## config.mk

```make
export PLATFORM = sky130hd
export DESIGN_NAME = iph_pipeline
export DESIGN_NICKNAME = d
export VERILOG_FILES = /design/src/iph_pkg.sv /design/src/iph_alu.sv /design/src/iph_clk_sel.sv /design/src/iph_pipeline.sv
export SDC_FILE = /design/constraint.sdc
export NUM_CORES = 1
export LEC_CHECK = 0
export ABC_AREA = 1
export BUFFER_PORTS_ARGS = -buffer_cell sky130_fd_sc_hd__buf_2
export CORE_ASPECT_RATIO = 0.5
export CORE_MARGIN = 4
export CORE_UTILIZATION = 55
export CTS_CLUSTER_DIAMETER = 40
export DETAILED_ROUTE_END_ITERATION = 12
export PLACE_DENSITY = 0.79
export SLEW_MARGIN = 20
export SYNTH_ARGS = -nofsm -noshare
export SYNTH_HDL_FRONTEND = slang
export SYNTH_HIERARCHICAL = 1
export SYNTH_SLANG_ARGS = --single-unit
```

## constraint.sdc

```tcl
create_clock -name i_clk -period 3.1 [get_ports i_clk]
set_input_delay 0.31 -clock i_clk [delete_from_list [all_inputs] [get_ports i_clk]]
set_output_delay 0.31 -clock i_clk [all_outputs]
set_load 0.02 [all_outputs]
```

## src/iph_pkg.sv

```systemverilog
// iph_pkg: constants, enumerations and helpers for the instruction phase
// pipeline. assumes a single 200 MHz core clock and a 14-bit program space.
package iph_pkg;

  localparam int PC_W = 14;
  localparam int INSTR_W = 16;
  localparam int DATA_W = 8;
  localparam int OSC_N = 3;

  // instruction word fields
  localparam int CLS_HI = 15;
  localparam int CLS_LO = 14;
  localparam int OP_HI = 13;
  localparam int OP_LO = 10;
  localparam int IMM_HI = 7;
  localparam int TGT_HI = 13;

  // reset values
  localparam logic [PC_W-1:0] RESET_VEC = 14'h0000;
  localparam logic [DATA_W-1:0] ACC_RST = 8'h00;
  localparam logic [INSTR_W-1:0] INSTR_RST = 16'h0000;

  // oscillator inputs, as bit positions in the raw oscillator vector
  localparam int OSC_FAST_IDX = 0;
  localparam int OSC_SLOW_IDX = 1;
  localparam int OSC_XTAL_IDX = 2;

  // system clock source select codes
  localparam logic [1:0] SRC_FAST = 2'h0;
  localparam logic [1:0] SRC_SLOW = 2'h1;
  localparam logic [1:0] SRC_XTAL = 2'h2;

  typedef enum logic [3:0] {
    PH_T1 = 4'h1,
    PH_T2 = 4'h2,
    PH_T3 = 4'h4,
    PH_T4 = 4'h8
  } iph_phase_e;

  typedef enum logic [2:0] {
    EX_DUMMY = 3'h1,
    EX_RUN = 3'h2,
    EX_EXT2 = 3'h4
  } iph_exec_e;

  typedef enum logic [1:0] {
    CL_NORM = 2'h0,
    CL_EXT = 2'h1,
    CL_BRANCH = 2'h2,
    CL_SKIP = 2'h3
  } iph_class_e;

  typedef enum logic [3:0] {
    OP_ADD = 4'h0, OP_ADC = 4'h1, OP_SUB = 4'h2, OP_SBC = 4'h3,
    OP_AND = 4'h4, OP_OR = 4'h5, OP_XOR = 4'h6, OP_CPL = 4'h7,
    OP_RL = 4'h8, OP_RR = 4'h9, OP_RLC = 4'hA, OP_RRC = 4'hB,
    OP_INC = 4'hC, OP_DEC = 4'hD, OP_LOAD = 4'hE, OP_PASS = 4'hF
  } iph_alu_op_e;

  function automatic iph_class_e iph_class_f(input logic [INSTR_W-1:0] w);
    return iph_class_e'(w[CLS_HI:CLS_LO]);
  endfunction : iph_class_f

  function automatic iph_alu_op_e iph_op_f(input logic [INSTR_W-1:0] w);
    return iph_alu_op_e'(w[OP_HI:OP_LO]);
  endfunction : iph_op_f

endpackage : iph_pkg

```

## src/iph_alu.sv

```systemverilog
// iph_alu: 8-bit combinational alu working against the accumulator.
// assumes the caller registers the result and the carry.
`timescale 1ns/10ps
module iph_alu (
  input wire iph_pkg::iph_alu_op_e i_op,
  input wire logic [iph_pkg::DATA_W-1:0] i_a,
  input wire logic [iph_pkg::DATA_W-1:0] i_b,
  input wire logic i_carry,
  output logic [iph_pkg::DATA_W-1:0] o_result,
  output logic o_carry,
  output logic o_zero
);
  import iph_pkg::*;

  logic [DATA_W:0] sum;

  always_comb begin // [RL10]
    sum = {1'b0, i_a};
    o_result = i_a;
    o_carry = i_carry;
    case (i_op)
      OP_ADD, OP_ADC: begin
        sum = {1'b0, i_a} + {1'b0, i_b} + {8'h00, i_carry & (i_op == OP_ADC)};
        o_result = sum[DATA_W-1:0];
        o_carry = sum[DATA_W];
      end
      OP_SUB, OP_SBC: begin
        // carry set means no borrow
        sum = {1'b0, i_a} - {1'b0, i_b} - {8'h00, ~i_carry & (i_op == OP_SBC)};
        o_result = sum[DATA_W-1:0];
        o_carry = ~sum[DATA_W];
      end
      OP_AND: o_result = i_a & i_b;
      OP_OR: o_result = i_a | i_b;
      OP_XOR: o_result = i_a ^ i_b;
      OP_CPL: o_result = ~i_a;
      OP_RL: o_result = {i_a[DATA_W-2:0], i_a[DATA_W-1]};
      OP_RR: o_result = {i_a[0], i_a[DATA_W-1:1]};
      OP_RLC: begin
        o_result = {i_a[DATA_W-2:0], i_carry};
        o_carry = i_a[DATA_W-1];
      end
      OP_RRC: begin
        o_result = {i_carry, i_a[DATA_W-1:1]};
        o_carry = i_a[0];
      end
      OP_INC: o_result = i_a + 8'h01;
      OP_DEC: o_result = i_a - 8'h01;
      OP_LOAD: o_result = i_b;
      default: o_result = i_a;
    endcase
    o_zero = (o_result == 8'h00);
  end

endmodule : iph_alu

```

## src/iph_clk_sel.sv

```systemverilog
// iph_clk_sel: picks the system clock source and turns its rising edges
// into one-cycle ticks. assumes every oscillator runs at most a quarter of
// i_clk, and that the select input comes from the i_clk domain.
`timescale 1ns/10ps
module iph_clk_sel (
  input wire logic i_clk,
  input wire logic i_rst_n,
  input wire logic [1:0] i_clk_src,
  input wire logic i_fast_irc_osc,
  input wire logic i_slow_irc_osc,
  input wire logic i_ext_xtal_osc,
  output logic o_sys_tick
);
  import iph_pkg::*;

  logic [OSC_N-1:0] osc_raw;
  logic [OSC_N-1:0] s1_reg, s1_next;
  logic [OSC_N-1:0] s2_reg, s2_next;
  logic [OSC_N-1:0] s3_reg, s3_next;
  logic [OSC_N-1:0] osc_rise;
  logic tick_reg, tick_next;

  assign osc_raw[OSC_FAST_IDX] = i_fast_irc_osc;
  assign osc_raw[OSC_SLOW_IDX] = i_slow_irc_osc;
  assign osc_raw[OSC_XTAL_IDX] = i_ext_xtal_osc;

  // switching source mid-cycle may shorten one phase; no glitch guard
  always_comb begin // [RL2]
    s1_next = osc_raw;
    s2_next = s1_reg;
    s3_next = s2_reg;
    osc_rise = s2_reg & ~s3_reg;
    case (i_clk_src)
      SRC_SLOW: tick_next = osc_rise[OSC_SLOW_IDX];
      SRC_XTAL: tick_next = osc_rise[OSC_XTAL_IDX];
      SRC_FAST: tick_next = osc_rise[OSC_FAST_IDX];
      default: tick_next = osc_rise[OSC_FAST_IDX];
    endcase
  end

  always_ff @(posedge i_clk or negedge i_rst_n) begin
    if (!i_rst_n) begin
      // reset high: an oscillator already high at release is no rise
      s1_reg <= 3'h7;
      s2_reg <= 3'h7;
      s3_reg <= 3'h7;
      tick_reg <= 1'b0;
    end else begin
      s1_reg <= s1_next;
      s2_reg <= s2_next;
      s3_reg <= s3_next;
      tick_reg <= tick_next;
    end
  end

  assign o_sys_tick = tick_reg;

endmodule : iph_clk_sel

```

## src/iph_pipeline.sv

```systemverilog
// iph_pipeline: four-phase instruction cycle sequencer with a two-stage
// fetch/execute pipeline, accumulator and alu.
// assumes a synchronous program memory: data valid the cycle after
// o_pm_rd and held until the next read.
//
// Contract
// RL1 - four non-overlapping phases from system clock
// RL2 - system clock from one of three oscillators
// RL3 - first phase: bump counter, start fetch
// RL4 - decode and execute in phases two to four
// RL5 - four phases make one instruction cycle
// RL6 - fetch next while executing current
// RL7 - standard one cycle, extended two cycles
// RL8 - counter-changing instructions take one extra cycle
// RL9 - branch: fetch target, then execute branch
// RL10 - eight-bit alu through the accumulator
// RL11 - taken skip or branch: discard, dummy cycle
// RL12 - reset: phase one, no valid prefetch
`timescale 1ns/10ps
module iph_pipeline (
  input wire logic i_clk,
  input wire logic i_resetn,
  input wire logic [1:0] i_clk_src,
  input wire logic i_fast_irc_osc,
  input wire logic i_slow_irc_osc,
  input wire logic i_ext_xtal_osc,
  input wire logic [iph_pkg::INSTR_W-1:0] i_pm_data,
  output logic [iph_pkg::PC_W-1:0] o_pm_addr,
  output logic o_pm_rd,
  output logic [3:0] o_phase,
  output logic [iph_pkg::PC_W-1:0] o_pc,
  output logic [iph_pkg::DATA_W-1:0] o_acc,
  output logic o_carry,
  output logic o_instr_done,
  output logic o_dummy
);
  import iph_pkg::*;

  logic rst_s1_reg;
  logic rst_n_reg;
  logic tick;

  iph_phase_e phase_reg, phase_next;
  iph_exec_e exec_reg, exec_next;
  logic [PC_W-1:0] pc_reg, pc_next;
  logic [PC_W-1:0] pm_addr_reg, pm_addr_next;
  logic [PC_W-1:0] tgt_reg, tgt_next;
  logic pm_rd_reg, pm_rd_next;
  logic boot_reg, boot_next;
  logic [INSTR_W-1:0] pf_reg, pf_next;
  logic pf_valid_reg, pf_valid_next;
  logic [INSTR_W-1:0] ir_reg, ir_next;
  logic [DATA_W-1:0] ext_opnd_reg, ext_opnd_next;
  logic [DATA_W-1:0] acc_reg, acc_next;
  logic carry_reg, carry_next;
  logic done_reg, done_next;

  iph_class_e cls;
  logic [DATA_W-1:0] alu_b;
  logic [DATA_W-1:0] alu_res;
  logic alu_carry;
  logic alu_zero;
  logic flush;
  logic [PC_W-1:0] fetch_addr;

  // reset release through two flops, the assert edge stays asynchronous
  always_ff @(posedge i_clk or negedge i_resetn) begin
    if (!i_resetn) begin
      rst_s1_reg <= 1'b0;
      rst_n_reg <= 1'b0;
    end else begin
      rst_s1_reg <= 1'b1;
      rst_n_reg <= rst_s1_reg;
    end
  end

  iph_clk_sel u_clk_sel ( // [RL2]
    .i_clk(i_clk),
    .i_rst_n(rst_n_reg),
    .i_clk_src(i_clk_src),
    .i_fast_irc_osc(i_fast_irc_osc),
    .i_slow_irc_osc(i_slow_irc_osc),
    .i_ext_xtal_osc(i_ext_xtal_osc),
    .o_sys_tick(tick)
  );

  assign cls = iph_class_f(ir_reg);
  // second word of an extended instruction supplies the operand
  assign alu_b = (exec_reg == EX_EXT2) ? ext_opnd_reg : ir_reg[IMM_HI:0];

  iph_alu u_alu ( // [RL10]
    .i_op(iph_op_f(ir_reg)),
    .i_a(acc_reg),
    .i_b(alu_b),
    .i_carry(carry_reg),
    .o_result(alu_res),
    .o_carry(alu_carry),
    .o_zero(alu_zero)
  );

  always_comb begin
    phase_next = phase_reg;
    exec_next = exec_reg;
    pc_next = pc_reg;
    pm_addr_next = pm_addr_reg;
    tgt_next = tgt_reg;
    pm_rd_next = 1'b0;
    boot_next = boot_reg;
    pf_next = pf_reg;
    pf_valid_next = pf_valid_reg;
    ir_next = ir_reg;
    ext_opnd_next = ext_opnd_reg;
    acc_next = acc_reg;
    carry_next = carry_reg;
    done_next = 1'b0;
    flush = 1'b0;
    fetch_addr = pc_reg;
    if (boot_reg) begin
      // first fetch from the reset vector, inside the opening phase one
      pm_addr_next = RESET_VEC; // [RL12]
      pm_rd_next = 1'b1;
      pc_next = RESET_VEC + 14'h0001;
      boot_next = 1'b0;
    end else if (tick) begin
      case (phase_reg) // [RL1]
        PH_T1: begin
          phase_next = PH_T2;
          pf_next = i_pm_data; // [RL6]
          pf_valid_next = 1'b1;
        end
        PH_T2: begin
          phase_next = PH_T3;
          if (exec_reg == EX_RUN && cls == CL_BRANCH) begin
            tgt_next = ir_reg[TGT_HI:0]; // [RL9]
          end
        end
        PH_T3: begin
          phase_next = PH_T4;
        end
        PH_T4: begin
          phase_next = PH_T1; // [RL5]
          case (exec_reg) // [RL4]
            EX_RUN: begin
              case (cls)
                CL_BRANCH: begin
                  done_next = 1'b1;
                  flush = 1'b1; // [RL8]
                  fetch_addr = tgt_reg; // [RL9]
                end
                CL_SKIP: begin
                  done_next = 1'b1;
                  acc_next = alu_res;
                  carry_next = alu_carry;
                  flush = alu_zero; // [RL11]
                end
                CL_EXT: begin
                  done_next = 1'b0; // [RL7]
                end
                default: begin
                  done_next = 1'b1;
                  acc_next = alu_res;
                  carry_next = alu_carry;
                end
              endcase
            end
            EX_EXT2: begin
              done_next = 1'b1;
              acc_next = alu_res;
              carry_next = alu_carry;
            end
            default: begin
              done_next = 1'b0;
            end
          endcase
          if (flush) begin
            exec_next = EX_DUMMY; // [RL11]
          end else if (exec_reg == EX_RUN && cls == CL_EXT) begin
            exec_next = EX_EXT2; // [RL7]
            ext_opnd_next = pf_reg[IMM_HI:0];
          end else begin
            ir_next = pf_reg;
            exec_next = pf_valid_reg ? EX_RUN : EX_DUMMY;
          end
          pf_valid_next = 1'b0;
          // next phase one: fetch and bump the counter together
          pm_addr_next = fetch_addr; // [RL3]
          pm_rd_next = 1'b1;
          pc_next = fetch_addr + 14'h0001;
        end
        default: begin
          phase_next = PH_T1;
        end
      endcase
    end
  end

  always_ff @(posedge i_clk or negedge rst_n_reg) begin
    if (!rst_n_reg) begin
      phase_reg <= PH_T1; // [RL12]
      exec_reg <= EX_DUMMY;
      pc_reg <= RESET_VEC;
      pm_addr_reg <= RESET_VEC;
      tgt_reg <= RESET_VEC;
      pm_rd_reg <= 1'b0;
      boot_reg <= 1'b1;
      pf_reg <= INSTR_RST;
      pf_valid_reg <= 1'b0;
      ir_reg <= INSTR_RST;
      ext_opnd_reg <= ACC_RST;
      acc_reg <= ACC_RST;
      carry_reg <= 1'b0;
      done_reg <= 1'b0;
    end else begin
      phase_reg <= phase_next;
      exec_reg <= exec_next;
      pc_reg <= pc_next;
      pm_addr_reg <= pm_addr_next;
      tgt_reg <= tgt_next;
      pm_rd_reg <= pm_rd_next;
      boot_reg <= boot_next;
      pf_reg <= pf_next;
      pf_valid_reg <= pf_valid_next;
      ir_reg <= ir_next;
      ext_opnd_reg <= ext_opnd_next;
      acc_reg <= acc_next;
      carry_reg <= carry_next;
      done_reg <= done_next;
    end
  end

  assign o_pm_addr = pm_addr_reg;
  assign o_pm_rd = pm_rd_reg;
  assign o_phase = phase_reg;
  assign o_pc = pc_reg;
  assign o_acc = acc_reg;
  assign o_carry = carry_reg;
  assign o_instr_done = done_reg;
  assign o_dummy = (exec_reg == EX_DUMMY);
endmodule : iph_pipeline

```

Word-level counts from Yosys, hierarchy flattened
Cells that the tools add are included.
- register bits: 114
- input bits: 23
- output and inout bits: 44
- logic and storage cells: 124
- $add $sub $neg: 7
- eq/ne operators: 27
- multiplexer cells: 37
- bitwise logic cells: 13
- reduce and logical (&&, ||, !) cells: 20
- operator list (cell ; number):
    14-bit two-way mux ; 11
    8-bit one-hot mux with 13 select lines ; 1
    4-bit equality test, second input constant ; 8
    4-bit by 3-bit equality test with 1-bit output, second input constant ; 5
    8-bit two-way mux ; 2
    8-bit one-hot mux with 2 select lines ; 1
    5-bit AND reduction ; 3
    14-bit by 1-bit adder with 14-bit output, second input constant ; 1
    4-bit by 2-bit equality test with 1-bit output, second input constant ; 3
    1-bit two-way mux ; 12
    4-bit one-hot mux with 3 select lines ; 1
    1-bit one-hot mux with 2 select lines ; 5
    8-bit by 8-bit adder with 9-bit output ; 1
    9-bit by 1-bit adder with 9-bit output ; 1
    3-bit AND reduction ; 3
    8-bit by 8-bit subtractor with 9-bit output ; 1
    9-bit by 1-bit subtractor with 9-bit output ; 1
    8-bit by 1-bit adder with 8-bit output, second input constant ; 1
    8-bit bitwise AND ; 1
    4-bit by 1-bit equality test with 1-bit output, second input constant ; 2
    8-bit zero test ; 1
    8-bit inverter ; 1
    8-bit OR ; 1
    2-bit nonzero test ; 4
    20 further kinds ; 33

Longest topological paths before layout
Gate-level depths: netlist (run 1).
- depth after elaboration: 13
- depth in mapped cells: 27
- depth with buffers taken out: 26

Modules after synthesis
The synthesis (run 1) kept the hierarchy.
- modules (own cells, without submodules) (module ; times used ; cells each ; area each (µm²) ; sequential area each (µm²)):
    iph_pipeline ; 1 ; 574 ; 4838.4 ; 2606.2
    iph_alu ; 1 ; 448 ; 2297.2 ; 0.0
    iph_clk_sel ; 1 ; 24 ; 334.1 ; 261.5

Least setup slack after synthesis (run 1)
OpenSTA, ideal clock, no wires.
- path type: reg2reg
- start: register exec_reg[1]
- end: register ext_opnd_reg[6]
- setup time: 0.121 ns
- arrival time: 3.559 ns
- data required time: 2.979 ns
- slack: -0.580 ns
- stages on the path, launching flop included: 25
- buffers on the path: 2
- clock period less this slack: 3.680 ns
- cell sequence: dfrtp_1 > inv_1 > nand3_1 > clkbuf_1 > a21oi_1 > inv_1 > fa_1 > fa_1 > nor2_1 > o21ai_0 > nand2_1 > nand2_1 > o21ai_0 > inv_1 > nand3_1 > nand2_1 > nand3_1 > nor2_1 > nand2_1 > nor2_1 > nor3_4 > nand2_2 > buf_2 > nand2_1 > o21ai_1
- cells in the longest elaborated chain, start to end: 13
- elaborated cells on any way between the ends: 20
- classes of those cells: add/sub (4); eq/ne (2); mux (7); bitwise (4); reduce/logical (3)
- RTL lines (item ; RTL line ; source):
    from (decl) ; iph_pipeline.sv:44 ; iph_exec_e exec_reg, exec_next;
    from (signal assigned) ; iph_pipeline.sv:215 ; exec_reg <= exec_next;
    3-bit equality test (*) ; iph_pipeline.sv:89 ; assign alu_b = (exec_reg == EX_EXT2) ? ext_opnd_reg : ir_reg[IMM_HI:0];
    8-bit two-way mux (*) ; iph_pipeline.sv:89 ;
    net alu_b[0] ; iph_pipeline.sv:59 ; logic [DATA_W-1:0] alu_b;
    8-bit by 8-bit subtractor with 9-bit output or 8-bit by 8-bit adder with 9-bit output (tied branches) ; iph_alu.sv:29, iph_alu.sv:23 ;
    9-bit by 1-bit subtractor with 9-bit output or 9-bit by 1-bit adder with 9-bit output (tied branches) ; iph_alu.sv:29, iph_alu.sv:23 ;
    8-bit one-hot mux with 13 select lines (*) ; iph_alu.sv:21 ; case (i_op)
    8-bit zero test (*) ; iph_alu.sv:52 ; o_zero = (o_result == 8'h00);
    net alu_zero ; iph_pipeline.sv:62 ; logic alu_zero;
    1-bit one-hot mux with 2 select lines (*) ; iph_pipeline.sv:144 ; case (cls)
    1-bit two-way mux (*) ; iph_pipeline.sv:142 ; case (exec_reg)
    1-bit two-way mux (*) ; iph_pipeline.sv:125 ; case (phase_reg)
    1-bit two-way mux (*) ; iph_pipeline.sv:124 ; end else if (tick) begin
    1-bit two-way mux (*) ; iph_pipeline.sv:118 ; if (boot_reg) begin
    1-bit inverter (no line) (*) ; - ;
    5-bit AND reduction (no line) (*) ; - ;
    to (signal assigned) ; iph_pipeline.sv:224 ; ext_opnd_reg <= ext_opnd_next;
    to (decl) ; iph_pipeline.sv:53 ; logic [DATA_W-1:0] ext_opnd_reg, ext_opnd_next;
Mark *: on every way through the listed nets, which the timed path passes. The rest lies on a longest branch. The select of a mux whose other input is x is not followed.
A chain may end at the register's enable or synchronous reset.

Final worst setup path (run 1)
- start: register exec_reg[1]
- end: register ext_opnd_reg[2]
Same word-level chain as after synthesis.

==> results of run 1 <==
[worst min path at each step]
stage                  to  slack [ns]  depth (start not counted)
6_report        pf_reg[3]        0.14                          3
4_1_cts        pf_reg[11]        0.14                          3
3_5_place_dp    rst_n_reg         0.1                          1
2_1_floorplan   rst_n_reg        0.01                          0
3_3_place_gp   rst_s1_reg         0.1                          1
5_1_grt        pf_reg[11]        0.17                          3
[cell families (layout without fill, tap and decap cells)]
logic type	Yosys count	count (layout)	synth area share (%)
AOI/OAI and AO/OA	133	133	9.33
xor gates and xnor gates	3	3	0.352
adders and majority gates	47	47	8.38
buffers and inverters	200	374	10.6
DFF	114	114	38.4
muxes	10	10	1.96
other	2	2	0.101
and+or+nand+nor	537	538	30.9
[stage by stage]
stage               TNS [ns]  utilization (%)  cells
floorplan              -1.20                -   1046
CTS                   -10.50             74.5   1389
global placement      -13.48             66.6   1343
global route          -18.17             76.0   1391
detailed placement    -15.60             66.6   1343
finish                -15.84             76.0   1391
[synthesized netlist by cell type]
cell	number
nor3_1	5
inv_1	163
o221ai_1	1
nand2_4	1
a31oi_1	1
conb_1	2
o21a_1	1
nor2_1	99
nor2_4	5
buf_4	2
inv_2	13
clkinv_2	1
dfstp_2	12
nand3b_1	6
a22o_1	2
nand2_1	317
mux2_2	1
mux2_4	9
nand3_1	64
nand3_2	3
clkinv_1	1
nor3b_1	2
a21oi_1	41
o22ai_1	2
nand4_1	18
nand3_4	1
o211ai_1	2
o21ai_1	33
buf_2	10
fa_1	5
xnor2_1	3
clkbuf_1	7
o32ai_1	1
nand2_2	8
buf_6	3
ha_1	42
nor3_4	1
a22oi_1	2
nor2_2	7
dfrtp_1	102
o21ai_0	47
[what timing repair did]
| item | 4_1_cts | 5_1_grt |
|---|---|---|
| cloned | 3 | 0 |
| pin swaps | 2 | 9 |
| gates resized for setup | 50 | 56 |
| setup buffers | 7 | 2 |
| hold buffers | 4 | 0 |
| hold endpoints to repair | 5 | 0 |
| setup endpoints to repair | 28 | 31 |
[worst max-delay path, stage by stage (launching register included)]
cell     delay (ns)
dfrtp_1        0.42
inv_2          0.11
nand3_4        0.15
buf_6          0.17
buf_4          0.15
a21oi_4        0.20
inv_2          0.07
ha_4           0.31
ha_4           0.22
nand2_1        0.10
inv_1          0.08
a21oi_2        0.18
nand2_1        0.09
nand2_1        0.06
nand3_1        0.09
nand4_1        0.09
nand2_1        0.09
nand3_2        0.09
nor2_4         0.05
nand2_2        0.07
nor2_4         0.04
nor3_4         0.27
buf_6          0.19
nand2_8        0.09
nand2_2        0.13
o21ai_1        0.10
[layout make-up]
cell class	instances	share of cell area, %
Multi-Input combinational cell	733	43.6
Clock inverter	14	1.96
Sequential cell	114	29.2
Timing Repair Buffer	164	11.9
Inverter	178	6.80
Clock buffer	18	4.46
Tap cell	170	2.16
[where the power goes]
part,switching [uW],leakage (uW),internal [uW]
sequential,223,0.00144,1760
combinational,2950,0.00347,1970
clock,859,0.000307,1320
total,4040,0.00522,5050
[layer usage]
layer	part of all wire (%)	up-vias	global-route usage, %
met5	0	-	0
met1	37	3769	40.3
met4	6.2	0	14.0
met2	46	604	55.1
li1	-	3603	-
met3	10	186	7.53
==> report_table.html, run 1 <==
<table>
<tr><th>Metric</th><th>Value</th></tr>
<tr><th colspan="2">Routing</th></tr>
<tr><td>Post-route antenna net violation count</td><td>0</td></tr>
<tr><td>Via density</td><td>5.87</td></tr>
<tr><td>Number of vias in the routed layout</td><td>8162</td></tr>
<tr><td>Routed wire length per instance</td><td>19.3 um</td></tr>
<tr><td>Total Wirelength</td><td>26800 um</td></tr>
<tr><td>Iteration count of the initial detailed-routing pass</td><td>9</td></tr>
<tr><td>Initial DRC count</td><td>1036</td></tr>
<tr><td>Count of unresolved DRC violations after routing</td><td>0</td></tr>
<tr><th colspan="2">Setup path</th></tr>
<tr><td>Critical Setup Path Class</td><td>reg2reg</td></tr>
<tr><td>Arrival time worst endpoint</td><td>4.05 ns</td></tr>
<tr><td>R2R Path Start</td><td>exec_reg[1]</td></tr>
<tr><td>Worst Path Required</td><td>3.39 ns</td></tr>
<tr><td>Terminus of the critical flop-to-flop path</td><td>ext_opnd_reg[2]</td></tr>
<tr><td>Critical-path maximum fanout</td><td>9</td></tr>
<tr><td>Type of destination of the critical path</td><td>register</td></tr>
<tr><td>R2R cell count</td><td>25</td></tr>
<tr><td>Crit path to</td><td>ext_opnd_reg[2]</td></tr>
<tr><td>Kind of start point of the critical path</td><td>register</td></tr>
<tr><td>Slack of the worst reg-to-reg path</td><td>-0.65 ns</td></tr>
<tr><td>Critical path startpoint</td><td>exec_reg[1]</td></tr>
<tr><th colspan="2">Place</th></tr>
<tr><td>Worst slack at placement</td><td>-0.624 ns</td></tr>
<tr><td>Detailed placer's ending HPWL</td><td>16300 um</td></tr>
<tr><td>IO Port Bufs</td><td>66</td></tr>
<tr><td>Instance area after placement</td><td>0.00863 mm2</td></tr>
<tr><td>Routability-driven placement congestion ratio</td><td>0.983</td></tr>
<tr><th colspan="2">Die</th></tr>
<tr><td>Core area</td><td>0.0130 mm2</td></tr>
<tr><td>Die outline width</td><td>173 um</td></tr>
<tr><td>Starting utilization of the core area</td><td>57.7%</td></tr>
<tr><td>Die Height</td><td>90.4 um</td></tr>
<tr><td>Placement Rows</td><td>29</td></tr>
<tr><td>Total Die Area</td><td>0.0156 mm2</td></tr>
<tr><td>Top Ports</td><td>67</td></tr>
<tr><th colspan="2">Pwr</th></tr>
<tr><td>Final total power</td><td>9080 uW</td></tr>
<tr><td>Pwr dens</td><td>922 mW/mm2</td></tr>
<tr><td>Worst supply voltage drop on vdd</td><td>0.498 mV</td></tr>
<tr><td>Leak</td><td>0.00522 uW</td></tr>
<tr><th colspan="2">Logic synthesis</th></tr>
<tr><td>Synthesis-stage register bit count</td><td>114</td></tr>
<tr><td>Synth area leaders</td><td>dfrtp_1 34%, nand2_1 16%, inv_1 8.2%</td></tr>
<tr><td>Net count after synthesis</td><td>1116</td></tr>
<tr><td>Part of the Yosys area used for sequential elements</td><td>38.4%</td></tr>
<tr><td>Instance count of the mapped netlist</td><td>1046</td></tr>
<tr><td>Area leader, netlist</td><td>dfrtp_1</td></tr>
<tr><td>Area share of the largest cell type after synthesis</td><td>34.2%</td></tr>
<tr><td>Average footprint of a synthesized cell</td><td>7.14 um2</td></tr>
<tr><td>Post-synth cell types</td><td>41</td></tr>
<tr><td>Netlist area before placement</td><td>0.00747 mm2</td></tr>
<tr><td>Yosys warning total</td><td>6</td></tr>
<tr><th colspan="2">STA</th></tr>
<tr><td>Least setup slack across all paths after layout</td><td>-0.655 ns</td></tr>
<tr><td>Skew final</td><td>0.0182 ns</td></tr>
<tr><td>Worst hold-check slack</td><td>0.143 ns</td></tr>
<tr><td>Worst rel slew slack</td><td>45.7%</td></tr>
<tr><td>Setup repair after global routing missed its margin</td><td>yes</td></tr>
<tr><td>Final Max Tran Viols</td><td>0</td></tr>
<tr><td>Shortest period the worst path allows</td><td>3.75 ns</td></tr>
<tr><td>Tcrit/Tclk final</td><td>121%</td></tr>
<tr><td>Final setup vio count</td><td>28</td></tr>
<tr><td>Number of failing hold endpoints at the final stage</td><td>0</td></tr>
<tr><td>Top achievable clock speed</td><td>266 MHz</td></tr>
<tr><td>Slew at the pin closest to its max-slew limit</td><td>0.814 ns</td></tr>
<tr><th colspan="2">Global route</th></tr>
<tr><td>Total track usage</td><td>32.5%</td></tr>
<tr><td>Global-route wire length before repair</td><td>40800 um</td></tr>
<tr><td>Remaining global-route overflow</td><td>0</td></tr>
<tr><td>Number of antenna violations at the first check in global routing</td><td>0</td></tr>
<tr><td>Pin count of the biggest net entering global routing</td><td>65</td></tr>
<tr><td>Vias in the first global route</td><td>7775</td></tr>
<tr><th colspan="2">Worst hold path</th></tr>
<tr><td>Worst Hold Launch</td><td>i_pm_data[3]</td></tr>
<tr><td>Class of the worst hold path</td><td>in2reg</td></tr>
<tr><th colspan="2">Finish</th></tr>
<tr><td>Area of all placed cells without fillers</td><td>0.00985 mm2</td></tr>
<tr><td>Net count reported at finish</td><td>1278</td></tr>
<tr><td>Synthesis-to-finish area growth</td><td>31.9%</td></tr>
<tr><td>Total area of sequential cells</td><td>0.00287 mm2</td></tr>
<tr><td>Leading cell type in the layout, fill and taps excluded</td><td>nand2_1</td></tr>
<tr><td>Leading cell types in the layout, fill and taps excluded</td><td>293 x nand2_1, 155 x inv_1, 101 x dfrtp_1</td></tr>
<tr><td>Layout cells sized above 1</td><td>28.2%</td></tr>
<tr><td>Multi-input combinational cell area</td><td>0.00430 mm2</td></tr>
<tr><td>Number of filler instances in the final layout</td><td>850</td></tr>
<tr><td>Number of antenna repair diodes</td><td>0</td></tr>
<tr><th colspan="2">Outcome</th></tr>
<tr><td>Failing checks</td><td>setup timing</td></tr>
<tr><td>Run status</td><td>finished with violations</td></tr>
<tr><th colspan="2">Clock network</th></tr>
<tr><td>Clock tree from TritonCTS</td><td>yes</td></tr>
<tr><td>Number of buffers added by the clock tree synthesis step</td><td>17</td></tr>
<tr><td>Buffer depth of the longest clock path</td><td>2</td></tr>
<tr><td># clock sinks</td><td>114</td></tr>
<tr><td>Clock network latency to the later pin of the worst-skew pair</td><td>0.43 ns</td></tr>
<tr><td>Buffer type at the clock tree root</td><td>clkbuf_16</td></tr>
<tr><td>Max H-tree Level</td><td>4</td></tr>
<tr><td>Clock transition time at the flip-flop clock pins of the worst setup and hold paths</td><td>0.07 ns</td></tr>
<tr><th colspan="2">Run</th></tr>
<tr><td>Max-cap violations</td><td>0</td></tr>
</table>
Power figures use the tool's default switching activity.
==> inputs of run 2 (changes only) <==
- SETUP_SLACK_MARGIN: not set -> 0.2
==> run 2 against run 1 <==
Compared with the run above: the run still ends with setup timing left; power is 8.7% higher; non-clock buffer count up 37; design area up 3.6%; hold slack improved by 0.011 ns; routed wire length fell by 1.7%; clock skew fell by 0.0089 ns; setup slack got worse by 0.038 ns; sequential power about the same; maximum frequency decreased by 1.0%; first-iteration DRC count shrank 20%; largest power group unchanged.
==> report_table.html, run 2 (synthesis results as in run 1) <==
<table>
<tr><th>Metric</th><th>Value</th></tr>
<tr><th colspan="2">Outcome</th></tr>
<tr><td>Run status</td><td>finished with violations (unchanged)</td></tr>
<tr><td>Failing checks</td><td>setup timing (unchanged)</td></tr>
<tr><th colspan="2">Setup path</th></tr>
<tr><td>R2R cell count</td><td>24 (was 25)</td></tr>
<tr><td>R2R Path Start</td><td>exec_reg[1] (unchanged)</td></tr>
<tr><td>Worst Path Required</td><td>3.43 ns (was 3.39 ns)</td></tr>
<tr><td>Arrival time worst endpoint</td><td>4.13 ns (was 4.05 ns)</td></tr>
<tr><td>Maximum cell stage delay along the critical path</td><td>0.43 ns (was 0.42 ns)</td></tr>
<tr><td>Kind of start point of the critical path</td><td>register (unchanged)</td></tr>
<tr><td>Crit-path cells</td><td>inv_2, nand3_4, a21oi_4, inv_2, fa_2, fa_2, nand2_2, inv_2, nor2_2, o21ai_2, nor2_1, nand3_1, nand2_2, nand2_2, nor2_4, nand3_2, nor2_4, nand2_2, nor2_4, nor3_4, nand2_4, clkbuf_16, nand2_1, o21ai_1</td></tr>
<tr><td>Critical Setup Path Class</td><td>reg2reg (unchanged)</td></tr>
<tr><td>Terminus of the critical flop-to-flop path</td><td>ir_reg[7] (was ext_opnd_reg[2])</td></tr>
<tr><td>Critical-path maximum fanout</td><td>6 (was 9)</td></tr>
<tr><td>Slack of the worst reg-to-reg path</td><td>-0.69 ns (was -0.65 ns)</td></tr>
<tr><td>Type of destination of the critical path</td><td>register (unchanged)</td></tr>
<tr><td>Highest-delay cell along the critical path</td><td>fa_2 (was dfrtp_1)</td></tr>
<tr><td>Cell seen most often among critical-path stages</td><td>nand2_2 (was nand2_1)</td></tr>
<tr><th colspan="2">Routing</th></tr>
<tr><td>Via density</td><td>5.78 (was 5.87)</td></tr>
<tr><td>Routed wire length per instance</td><td>18.4 um (was 19.3 um)</td></tr>
<tr><td>Initial DRC count</td><td>829 (was 1036)</td></tr>
<tr><td>Iteration count of the initial detailed-routing pass</td><td>8 (was 9)</td></tr>
<tr><td>Number of vias in the routed layout</td><td>8259 (was 8162)</td></tr>
<tr><td>Total Wirelength</td><td>26300 um (was 26800 um)</td></tr>
<tr><td>Count of unresolved DRC violations after routing</td><td>0 (unchanged)</td></tr>
<tr><td>Post-route antenna net violation count</td><td>0 (unchanged)</td></tr>
<tr><th colspan="2">STA</th></tr>
<tr><td>Slew at the pin closest to its max-slew limit</td><td>1.10 ns (was 0.814 ns)</td></tr>
<tr><td>Final Max Tran Viols</td><td>0 (unchanged)</td></tr>
<tr><td>Top achievable clock speed</td><td>264 MHz (was 266 MHz)</td></tr>
<tr><td>Worst rel slew slack</td><td>26.5% (was 45.7%)</td></tr>
<tr><td>Skew final</td><td>0.00934 ns (was 0.0182 ns)</td></tr>
<tr><td>Final setup vio count</td><td>32 (was 28)</td></tr>
<tr><td>Setup repair after global routing missed its margin</td><td>yes (unchanged)</td></tr>
<tr><td>Tcrit/Tclk final</td><td>122% (was 121%)</td></tr>
<tr><td>Least setup slack across all paths after layout</td><td>-0.693 ns (was -0.655 ns)</td></tr>
<tr><td>Number of failing hold endpoints at the final stage</td><td>0 (unchanged)</td></tr>
<tr><td>Shortest period the worst path allows</td><td>3.79 ns (was 3.75 ns)</td></tr>
<tr><th colspan="2">Finish</th></tr>
<tr><td>Synthesis-to-finish area growth</td><td>36.6% (was 31.9%)</td></tr>
<tr><td>Post-layout instance count excluding filler cells</td><td>1430 (was 1391)</td></tr>
<tr><td>Net count reported at finish</td><td>1317 (was 1278)</td></tr>
<tr><td>Leading cell type in the layout, fill and taps excluded</td><td>nand2_1 (unchanged)</td></tr>
<tr><td>Area of all placed cells without fillers</td><td>0.0102 mm2 (was 0.00985 mm2)</td></tr>
<tr><td>Multi-input combinational cell area</td><td>0.00435 mm2 (was 0.00430 mm2)</td></tr>
<tr><td>Number of antenna repair diodes</td><td>0 (unchanged)</td></tr>
<tr><td>Number of filler instances in the final layout</td><td>824 (was 850)</td></tr>
<tr><td>Layout cells sized above 1</td><td>31.2% (was 28.2%)</td></tr>
<tr><td>Leading cell types in the layout, fill and taps excluded</td><td>289 x nand2_1, 151 x inv_1, 112 x buf_4 (was 293 x nand2_1, 155 x inv_1, 101 x dfrtp_1)</td></tr>
<tr><td>Total area of sequential cells</td><td>0.00287 mm2 (unchanged)</td></tr>
<tr><th colspan="2">Clock network</th></tr>
<tr><td>Clock network latency to the later pin of the worst-skew pair</td><td>0.42 ns (was 0.43 ns)</td></tr>
<tr><td>Clock tree from TritonCTS</td><td>yes (unchanged)</td></tr>
<tr><td>Max H-tree Level</td><td>4 (unchanged)</td></tr>
<tr><td>Buffer depth of the longest clock path</td><td>2 (unchanged)</td></tr>
<tr><td>Buffer type at the clock tree root</td><td>clkbuf_16 (unchanged)</td></tr>
<tr><td># clock sinks</td><td>114 (unchanged)</td></tr>
<tr><td>Clock transition time at the flip-flop clock pins of the worst setup and hold paths</td><td>0.06 ns (was 0.07 ns)</td></tr>
<tr><td>Number of buffers added by the clock tree synthesis step</td><td>17 (unchanged)</td></tr>
<tr><th colspan="2">Pwr</th></tr>
<tr><td>Worst supply voltage drop on vdd</td><td>0.521 mV (was 0.498 mV)</td></tr>
<tr><td>Proportion of total power due to net switching</td><td>42.6% (was 44.4%)</td></tr>
<tr><td>Reported net switching power</td><td>4210 uW (was 4040 uW)</td></tr>
<tr><td>Leak</td><td>0.00538 uW (was 0.00522 uW)</td></tr>
<tr><td>Clock power share</td><td>21.6% (was 23.9%)</td></tr>
<tr><td>Pwr dens</td><td>968 mW/mm2 (was 922 mW/mm2)</td></tr>
<tr><td>Internal power of the cells</td><td>5660 uW (was 5050 uW)</td></tr>
<tr><td>Sequential group share of total power</td><td>20.0% (was 21.9%)</td></tr>
<tr><td>Relative contribution of combinational cells to total power</td><td>58.4% (was 54.2%)</td></tr>
<tr><th colspan="2">Global route</th></tr>
<tr><td>Pin count of the biggest net entering global routing</td><td>64 (was 65)</td></tr>
<tr><td>Vias in the first global route</td><td>8241 (was 7775)</td></tr>
<tr><td>Total track usage</td><td>32.2% (was 32.5%)</td></tr>
<tr><td>Remaining global-route overflow</td><td>0 (unchanged)</td></tr>
<tr><td>Global-route wire length before repair</td><td>40700 um (was 40800 um)</td></tr>
<tr><td>Number of antenna violations at the first check in global routing</td><td>1 (was 0)</td></tr>
<tr><th colspan="2">Worst hold path</th></tr>
<tr><td>Worst Hold Launch</td><td>i_pm_data[13] (was i_pm_data[3])</td></tr>
<tr><td>Class of the worst hold path</td><td>in2reg (unchanged)</td></tr>
<tr><td>End of the worst hold path</td><td>pf_reg[13] (was pf_reg[3])</td></tr>
<tr><td>Worst Hold Depth</td><td>3 (unchanged)</td></tr>
<tr><th colspan="2">Die</th></tr>
<tr><td>Top Ports</td><td>67 (unchanged)</td></tr>
<tr><td>Starting utilization of the core area</td><td>57.7% (unchanged)</td></tr>
<tr><td>Core area</td><td>0.0130 mm2 (unchanged)</td></tr>
<tr><td>Total Die Area</td><td>0.0156 mm2 (unchanged)</td></tr>
<tr><td>Die Height</td><td>90.4 um (unchanged)</td></tr>
<tr><td>Die outline width</td><td>173 um (unchanged)</td></tr>
<tr><td>Placement Rows</td><td>29 (unchanged)</td></tr>
<tr><th colspan="2">Place</th></tr>
<tr><td>Instance area after placement</td><td>0.00868 mm2 (was 0.00863 mm2)</td></tr>
<tr><td>Detailed placer's ending HPWL</td><td>16300 um (about the same)</td></tr>
<tr><td>Number of placed instances with taps included</td><td>1351 (was 1343)</td></tr>
<tr><td>IO Port Bufs</td><td>66 (unchanged)</td></tr>
<tr><td>Routability-driven placement congestion ratio</td><td>1.04 (was 0.983)</td></tr>
<tr><th colspan="2">Run</th></tr>
<tr><td>Max-cap violations</td><td>0 (unchanged)</td></tr>
</table>
run 2: through the flow:
| stage | hold WS, ns | TNS [ns] | power, uW | utilization, % | setup slack (ns) |
|---|---|---|---|---|---|
| 2_1_floorplan | 0.0144 | -1.20 | 4350 | - | -0.0672 |
| 6_report | 0.154 | -18.43 | 9870 | 78.8 | -0.693 |
| 5_1_grt | 0.151 | -23.48 | 10400 | 78.8 | -0.852 |
| 3_3_place_gp | 0.0995 | -11.47 | 5840 | 67.0 | -0.451 |
| 4_1_cts | 0.144 | -8.67 | 8980 | 76.9 | -0.371 |
| 3_5_place_dp | 0.0993 | -12.87 | 5930 | 67.0 | -0.507 |
run 2: power by group through the flow:
| stage | clock network (uW) | logic [uW] | registers, uW |
|---|---|---|---|
| after floorplan | 0 | 2350 | 2000 |
| after global placement | 0 | 3900 | 1940 |
| after detailed placement | 0 | 3980 | 1950 |
| after CTS | 2110 | 4930 | 1940 |
| after global routing | 2210 | 6170 | 1990 |
| final | 2140 | 5760 | 1970 |
run 2: worst max-delay path by stage:
stage	start	to	slack (ns)	cells past startpoint
2_1_floorplan	exec_reg[1]	ir_reg[4]	-0.07	27
3_3_place_gp	exec_reg[0]	exec_reg[2]	-0.45	23
3_5_place_dp	exec_reg[0]	ext_opnd_reg[0]	-0.51	24
4_1_cts	exec_reg[0]	ir_reg[11]	-0.37	25
5_1_grt	exec_reg[1]	ir_reg[7]	-0.85	24
6_report	exec_reg[1]	ir_reg[7]	-0.69	24
run 2: what timing repair did:
action	CTS	global route
gates resized for setup	75	49
pin swaps	14	37
endpoints found under the setup margin	33	35
gates cloned	5	1
hold endpoints to repair	5	0
setup buffers	29	8
hold buffers	4	0
run 2: area by class of cell:
type	instances	area share [%]
Multi-Input combinational cell	735	42.7
Sequential cell	114	28.1
Timing Repair Buffer	201	14.4
Inverter	178	6.59
Clock buffer	20	4.38
Tap cell	170	2.09
Clock inverter	12	1.78
run 2: worst max-delay path: cells and delay by family (launching register included):
kind	cells	cell delay (ns)
compound gates	3	0.35
buf+inv	4	0.44
flops	1	0.41
simple gates	15	1.67
fa+ha+maj	2	0.85
run 2: routing by layer:
layer,up-vias,track usage [%],routed length (um)
met1,3899,38.8,10300
met4,2,19.0,1580
met2,522,54.0,12100
met3,148,6.69,2340
met5,-,0,13
li1,3688,-,-
==> inputs of run 3 (changes only) <==
- SETUP_SLACK_MARGIN: 0.2 -> 0.1
==> run 3 against run 2 <==
Compared with the run above: clock power is essentially flat; critical endpoint is now ir_reg[1]; largest cell class unchanged; setup slack gained 0.042 ns; global-route usage grew 0.16 points; largest power group unchanged; the run still ends with setup timing left; highest routed layer unchanged; first-iteration DRC count grew 7.0%.
==> report_table.html, run 3 (synthesis results as in run 1) <==
<table>
<tr><th>Metric</th><th>Value</th></tr>
<tr><th colspan="2">STA</th></tr>
<tr><td>Post-Route Setup TNS</td><td>-16.78 ns (was -18.43 ns)</td></tr>
<tr><td>Final Max Tran Viols</td><td>0 (unchanged)</td></tr>
<tr><td>Worst rel slew slack</td><td>26.8% (was 26.5%)</td></tr>
<tr><td>Shortest period the worst path allows</td><td>3.75 ns (was 3.79 ns)</td></tr>
<tr><td>Tcrit/Tclk final</td><td>121% (was 122%)</td></tr>
<tr><td>Setup repair after global routing missed its margin</td><td>yes (unchanged)</td></tr>
<tr><td>Final setup vio count</td><td>29 (was 32)</td></tr>
<tr><td>Slew at the pin closest to its max-slew limit</td><td>1.10 ns (about the same)</td></tr>
<tr><td>Top achievable clock speed</td><td>267 MHz (was 264 MHz)</td></tr>
<tr><td>Number of failing hold endpoints at the final stage</td><td>0 (unchanged)</td></tr>
<tr><td>Least setup slack across all paths after layout</td><td>-0.651 ns (was -0.693 ns)</td></tr>
<tr><td>Skew final</td><td>0.0118 ns (was 0.00934 ns)</td></tr>
<tr><th colspan="2">Finish</th></tr>
<tr><td>Number of filler instances in the final layout</td><td>863 (was 824)</td></tr>
<tr><td>Multi-input combinational cell area</td><td>0.00437 mm2 (was 0.00435 mm2)</td></tr>
<tr><td>Number of antenna repair diodes</td><td>0 (unchanged)</td></tr>
<tr><td>Leading cell type in the layout, fill and taps excluded</td><td>nand2_1 (unchanged)</td></tr>
<tr><td>Area of all placed cells without fillers</td><td>0.0101 mm2 (was 0.0102 mm2)</td></tr>
<tr><td>Net count reported at finish</td><td>1301 (was 1317)</td></tr>
<tr><td>Share of the core filled with cells in the final layout</td><td>77.7% (was 78.8%)</td></tr>
<tr><td>Synthesis-to-finish area growth</td><td>34.7% (was 36.6%)</td></tr>
<tr><td>Total area of sequential cells</td><td>0.00287 mm2 (unchanged)</td></tr>
<tr><td>Leading cell types in the layout, fill and taps excluded</td><td>287 x nand2_1, 155 x inv_1, 105 x buf_4 (was 289 x nand2_1, 151 x inv_1, 112 x buf_4)</td></tr>
<tr><td>Post-layout instance count excluding filler cells</td><td>1414 (was 1430)</td></tr>
<tr><td>Layout cells sized above 1</td><td>30.3% (was 31.2%)</td></tr>
<tr><th colspan="2">Routing</th></tr>
<tr><td>Via density</td><td>5.77 (was 5.78)</td></tr>
<tr><td>Number of vias in the routed layout</td><td>8152 (was 8259)</td></tr>
<tr><td>Count of unresolved DRC violations after routing</td><td>0 (unchanged)</td></tr>
<tr><td>Iteration count of the initial detailed-routing pass</td><td>5 (was 8)</td></tr>
<tr><td>Post-route antenna net violation count</td><td>0 (unchanged)</td></tr>
<tr><td>Total Wirelength</td><td>26600 um (was 26300 um)</td></tr>
<tr><td>Routed wire length per instance</td><td>18.8 um (was 18.4 um)</td></tr>
<tr><td>Initial DRC count</td><td>887 (was 829)</td></tr>
<tr><th colspan="2">Setup path</th></tr>
<tr><td>Terminus of the critical flop-to-flop path</td><td>ir_reg[1] (was ir_reg[7])</td></tr>
<tr><td>Critical path startpoint</td><td>exec_reg[2] (was exec_reg[1])</td></tr>
<tr><td>Maximum cell stage delay along the critical path</td><td>0.55 ns (was 0.43 ns)</td></tr>
<tr><td>Crit path to</td><td>ir_reg[1] (was ir_reg[7])</td></tr>
<tr><td>Arrival time worst endpoint</td><td>4.05 ns (was 4.13 ns)</td></tr>
<tr><td>Kind of start point of the critical path</td><td>register (unchanged)</td></tr>
<tr><td>Slack of the worst reg-to-reg path</td><td>-0.65 ns (was -0.69 ns)</td></tr>
<tr><td>R2R cell count</td><td>22 (was 24)</td></tr>
<tr><td>Type of destination of the critical path</td><td>register (unchanged)</td></tr>
<tr><td>R2R Path Start</td><td>exec_reg[2] (was exec_reg[1])</td></tr>
<tr><td>Critical Setup Path Class</td><td>reg2reg (unchanged)</td></tr>
<tr><td>Critical-path maximum fanout</td><td>6 (unchanged)</td></tr>
<tr><td>Crit-path cells</td><td>nand3_4, buf_6, buf_4, a21oi_4, inv_2, ha_4, ha_4, a21oi_1, nand3_2, nand2_2, nand3_1, nand4_1, nand2_1, nand3_2, nor2_4, nand2_2, nor2_4, nor3_4, nand2_4, clkbuf_16, nand2_4, o21ai_1 (was inv_2, nand3_4, a21oi_4, inv_2, fa_2, fa_2, nand2_2, inv_2, nor2_2, o21ai_2, nor2_1, nand3_1, nand2_2, nand2_2, nor2_4, nand3_2, nor2_4, nand2_2, nor2_4, nor3_4, nand2_4, clkbuf_16, nand2_1, o21ai_1)</td></tr>
<tr><td>Highest-delay cell along the critical path</td><td>dfrtp_1 (was fa_2)</td></tr>
<tr><td>Worst Path Required</td><td>3.40 ns (was 3.43 ns)</td></tr>
<tr><th colspan="2">Clock network</th></tr>
<tr><td>Clock network latency to the later pin of the worst-skew pair</td><td>0.42 ns (about the same)</td></tr>
<tr><td>Buffer type at the clock tree root</td><td>clkbuf_16 (unchanged)</td></tr>
<tr><td>Buffer depth of the longest clock path</td><td>2 (unchanged)</td></tr>
<tr><td>Max H-tree Level</td><td>4 (unchanged)</td></tr>
<tr><td>Clock transition time at the flip-flop clock pins of the worst setup and hold paths</td><td>0.06 ns (about the same)</td></tr>
<tr><td>Number of buffers added by the clock tree synthesis step</td><td>17 (unchanged)</td></tr>
<tr><td># clock sinks</td><td>114 (unchanged)</td></tr>
<tr><td>Clock tree from TritonCTS</td><td>yes (unchanged)</td></tr>
<tr><th colspan="2">Global route</th></tr>
<tr><td>Global-route wire length before repair</td><td>40900 um (was 40700 um)</td></tr>
<tr><td>GRT met3 Usage</td><td>7.07% (was 6.69%)</td></tr>
<tr><td>Met2 usage in global routing</td><td>54.9% (was 54.0%)</td></tr>
<tr><td>Busiest grt layer</td><td>met2 (unchanged)</td></tr>
<tr><td>Number of antenna violations at the first check in global routing</td><td>1 (unchanged)</td></tr>
<tr><td>Pin count of the biggest net entering global routing</td><td>64 (unchanged)</td></tr>
<tr><td>Vias in the first global route</td><td>8124 (was 8241)</td></tr>
<tr><td>Total track usage</td><td>32.4% (was 32.2%)</td></tr>
<tr><td>Met1 track utilization from global routing</td><td>39.2% (was 38.8%)</td></tr>
<tr><td>Remaining global-route overflow</td><td>0 (unchanged)</td></tr>
<tr><th colspan="2">Die</th></tr>
<tr><td>Starting utilization of the core area</td><td>57.7% (unchanged)</td></tr>
<tr><td>Total Die Area</td><td>0.0156 mm2 (unchanged)</td></tr>
<tr><td>Core area</td><td>0.0130 mm2 (unchanged)</td></tr>
<tr><td>Top Ports</td><td>67 (unchanged)</td></tr>
<tr><td>Die Height</td><td>90.4 um (unchanged)</td></tr>
<tr><td>Die outline width</td><td>173 um (unchanged)</td></tr>
<tr><td>Placement Rows</td><td>29 (unchanged)</td></tr>
<tr><th colspan="2">Pwr</th></tr>
<tr><td>Leak</td><td>0.00531 uW (was 0.00538 uW)</td></tr>
<tr><td>Worst supply voltage drop on vdd</td><td>0.578 mV (was 0.521 mV)</td></tr>
<tr><td>Pwr dens</td><td>933 mW/mm2 (was 968 mW/mm2)</td></tr>
<tr><th colspan="2">Outcome</th></tr>
<tr><td>Run status</td><td>finished with violations (unchanged)</td></tr>
<tr><td>Failing checks</td><td>setup timing (unchanged)</td></tr>
<tr><th colspan="2">Place</th></tr>
<tr><td>Detailed placer's ending HPWL</td><td>16300 um (unchanged)</td></tr>
<tr><td>Number of placed instances with taps included</td><td>1351 (unchanged)</td></tr>
<tr><td>Instance area after placement</td><td>0.00868 mm2 (unchanged)</td></tr>
<tr><td>Worst slack at placement</td><td>-0.507 ns (unchanged)</td></tr>
<tr><td>Routability-driven placement congestion ratio</td><td>1.04 (unchanged)</td></tr>
<tr><td>IO Port Bufs</td><td>66 (unchanged)</td></tr>
<tr><th colspan="2">Worst hold path</th></tr>
<tr><td>Class of the worst hold path</td><td>in2reg (unchanged)</td></tr>
<tr><th colspan="2">Run</th></tr>
<tr><td>Max-cap violations</td><td>0 (unchanged)</td></tr>
</table>
[run 3: cell count changes in the layout (fill, tap and decap cells not counted), sizes merged]
cell / before / now
buf: 196 / 180
[run 3: worst max-delay path, delay by kind of cell, from the launching register on]
kind | cells | cell delay (ns)
flops | 1 | 0.55
buf+inv | 4 | 0.56
simple gates | 13 | 1.48
fa+ha+maj | 2 | 0.48
compound gates | 3 | 0.51
[run 3: cell type report]
type                            instances  area share (%)
Multi-Input combinational cell        735            43.4
Sequential cell                       114            28.5
Clock inverter                         12            1.80
Inverter                              178            6.68
Tap cell                              170            2.11
Clock buffer                           20            4.44
Timing Repair Buffer                  185            13.0
[run 3: stage by stage]
step | total power, uW | hold WS (ns)
2_1_floorplan | 4350 | 0.0144
3_3_place_gp | 5840 | 0.0995
3_5_place_dp | 5930 | 0.0993
4_1_cts | 8780 | 0.144
5_1_grt | 9900 | 0.169
6_report | 9390 | 0.154
[run 3: report_power, final]
part | leakage (uW) | total (uW) | switching (uW) | internal (uW)
Sequential | 0.00144 | 1990 | 224 | 1760
Clock | 0.000305 | 2140 | 766 | 1370
Combinational | 0.00356 | 5260 | 3060 | 2200
[run 3: repair_timing]
action / in CTS / in global routing
hold buffers: 4 / 0
setup endpoints to repair: 30 / 34
endpoints found under the hold margin: 5 / 0
setup buffers: 23 / 5
gates resized for setup: 60 / 68
pin swaps: 7 / 21
gates cloned: 5 / 1
[run 3: how the worst min path moves through the flow]
stage	slack, ns	to	from	cells after the start
floorplan	0.01	rst_n_reg	i_resetn	0
global placement	0.1	rst_s1_reg	i_resetn	1
detailed placement	0.1	rst_s1_reg	i_resetn	1
CTS	0.14	pf_reg[0]	i_pm_data[0]	3
global route	0.17	pf_reg[0]	i_pm_data[0]	3
finish	0.15	pf_reg[13]	i_pm_data[13]	3
[run 3: metal layers]
layer / vias to the layer above / share of wire, % / routed length [um]
met1: 3807 / 39 / 10300
met4: 2 / 6.6 / 1770
met3: 167 / 9.1 / 2430
met2: 530 / 46 / 12200
met5: - / 0.049 / 13
li1: 3646 / - / -
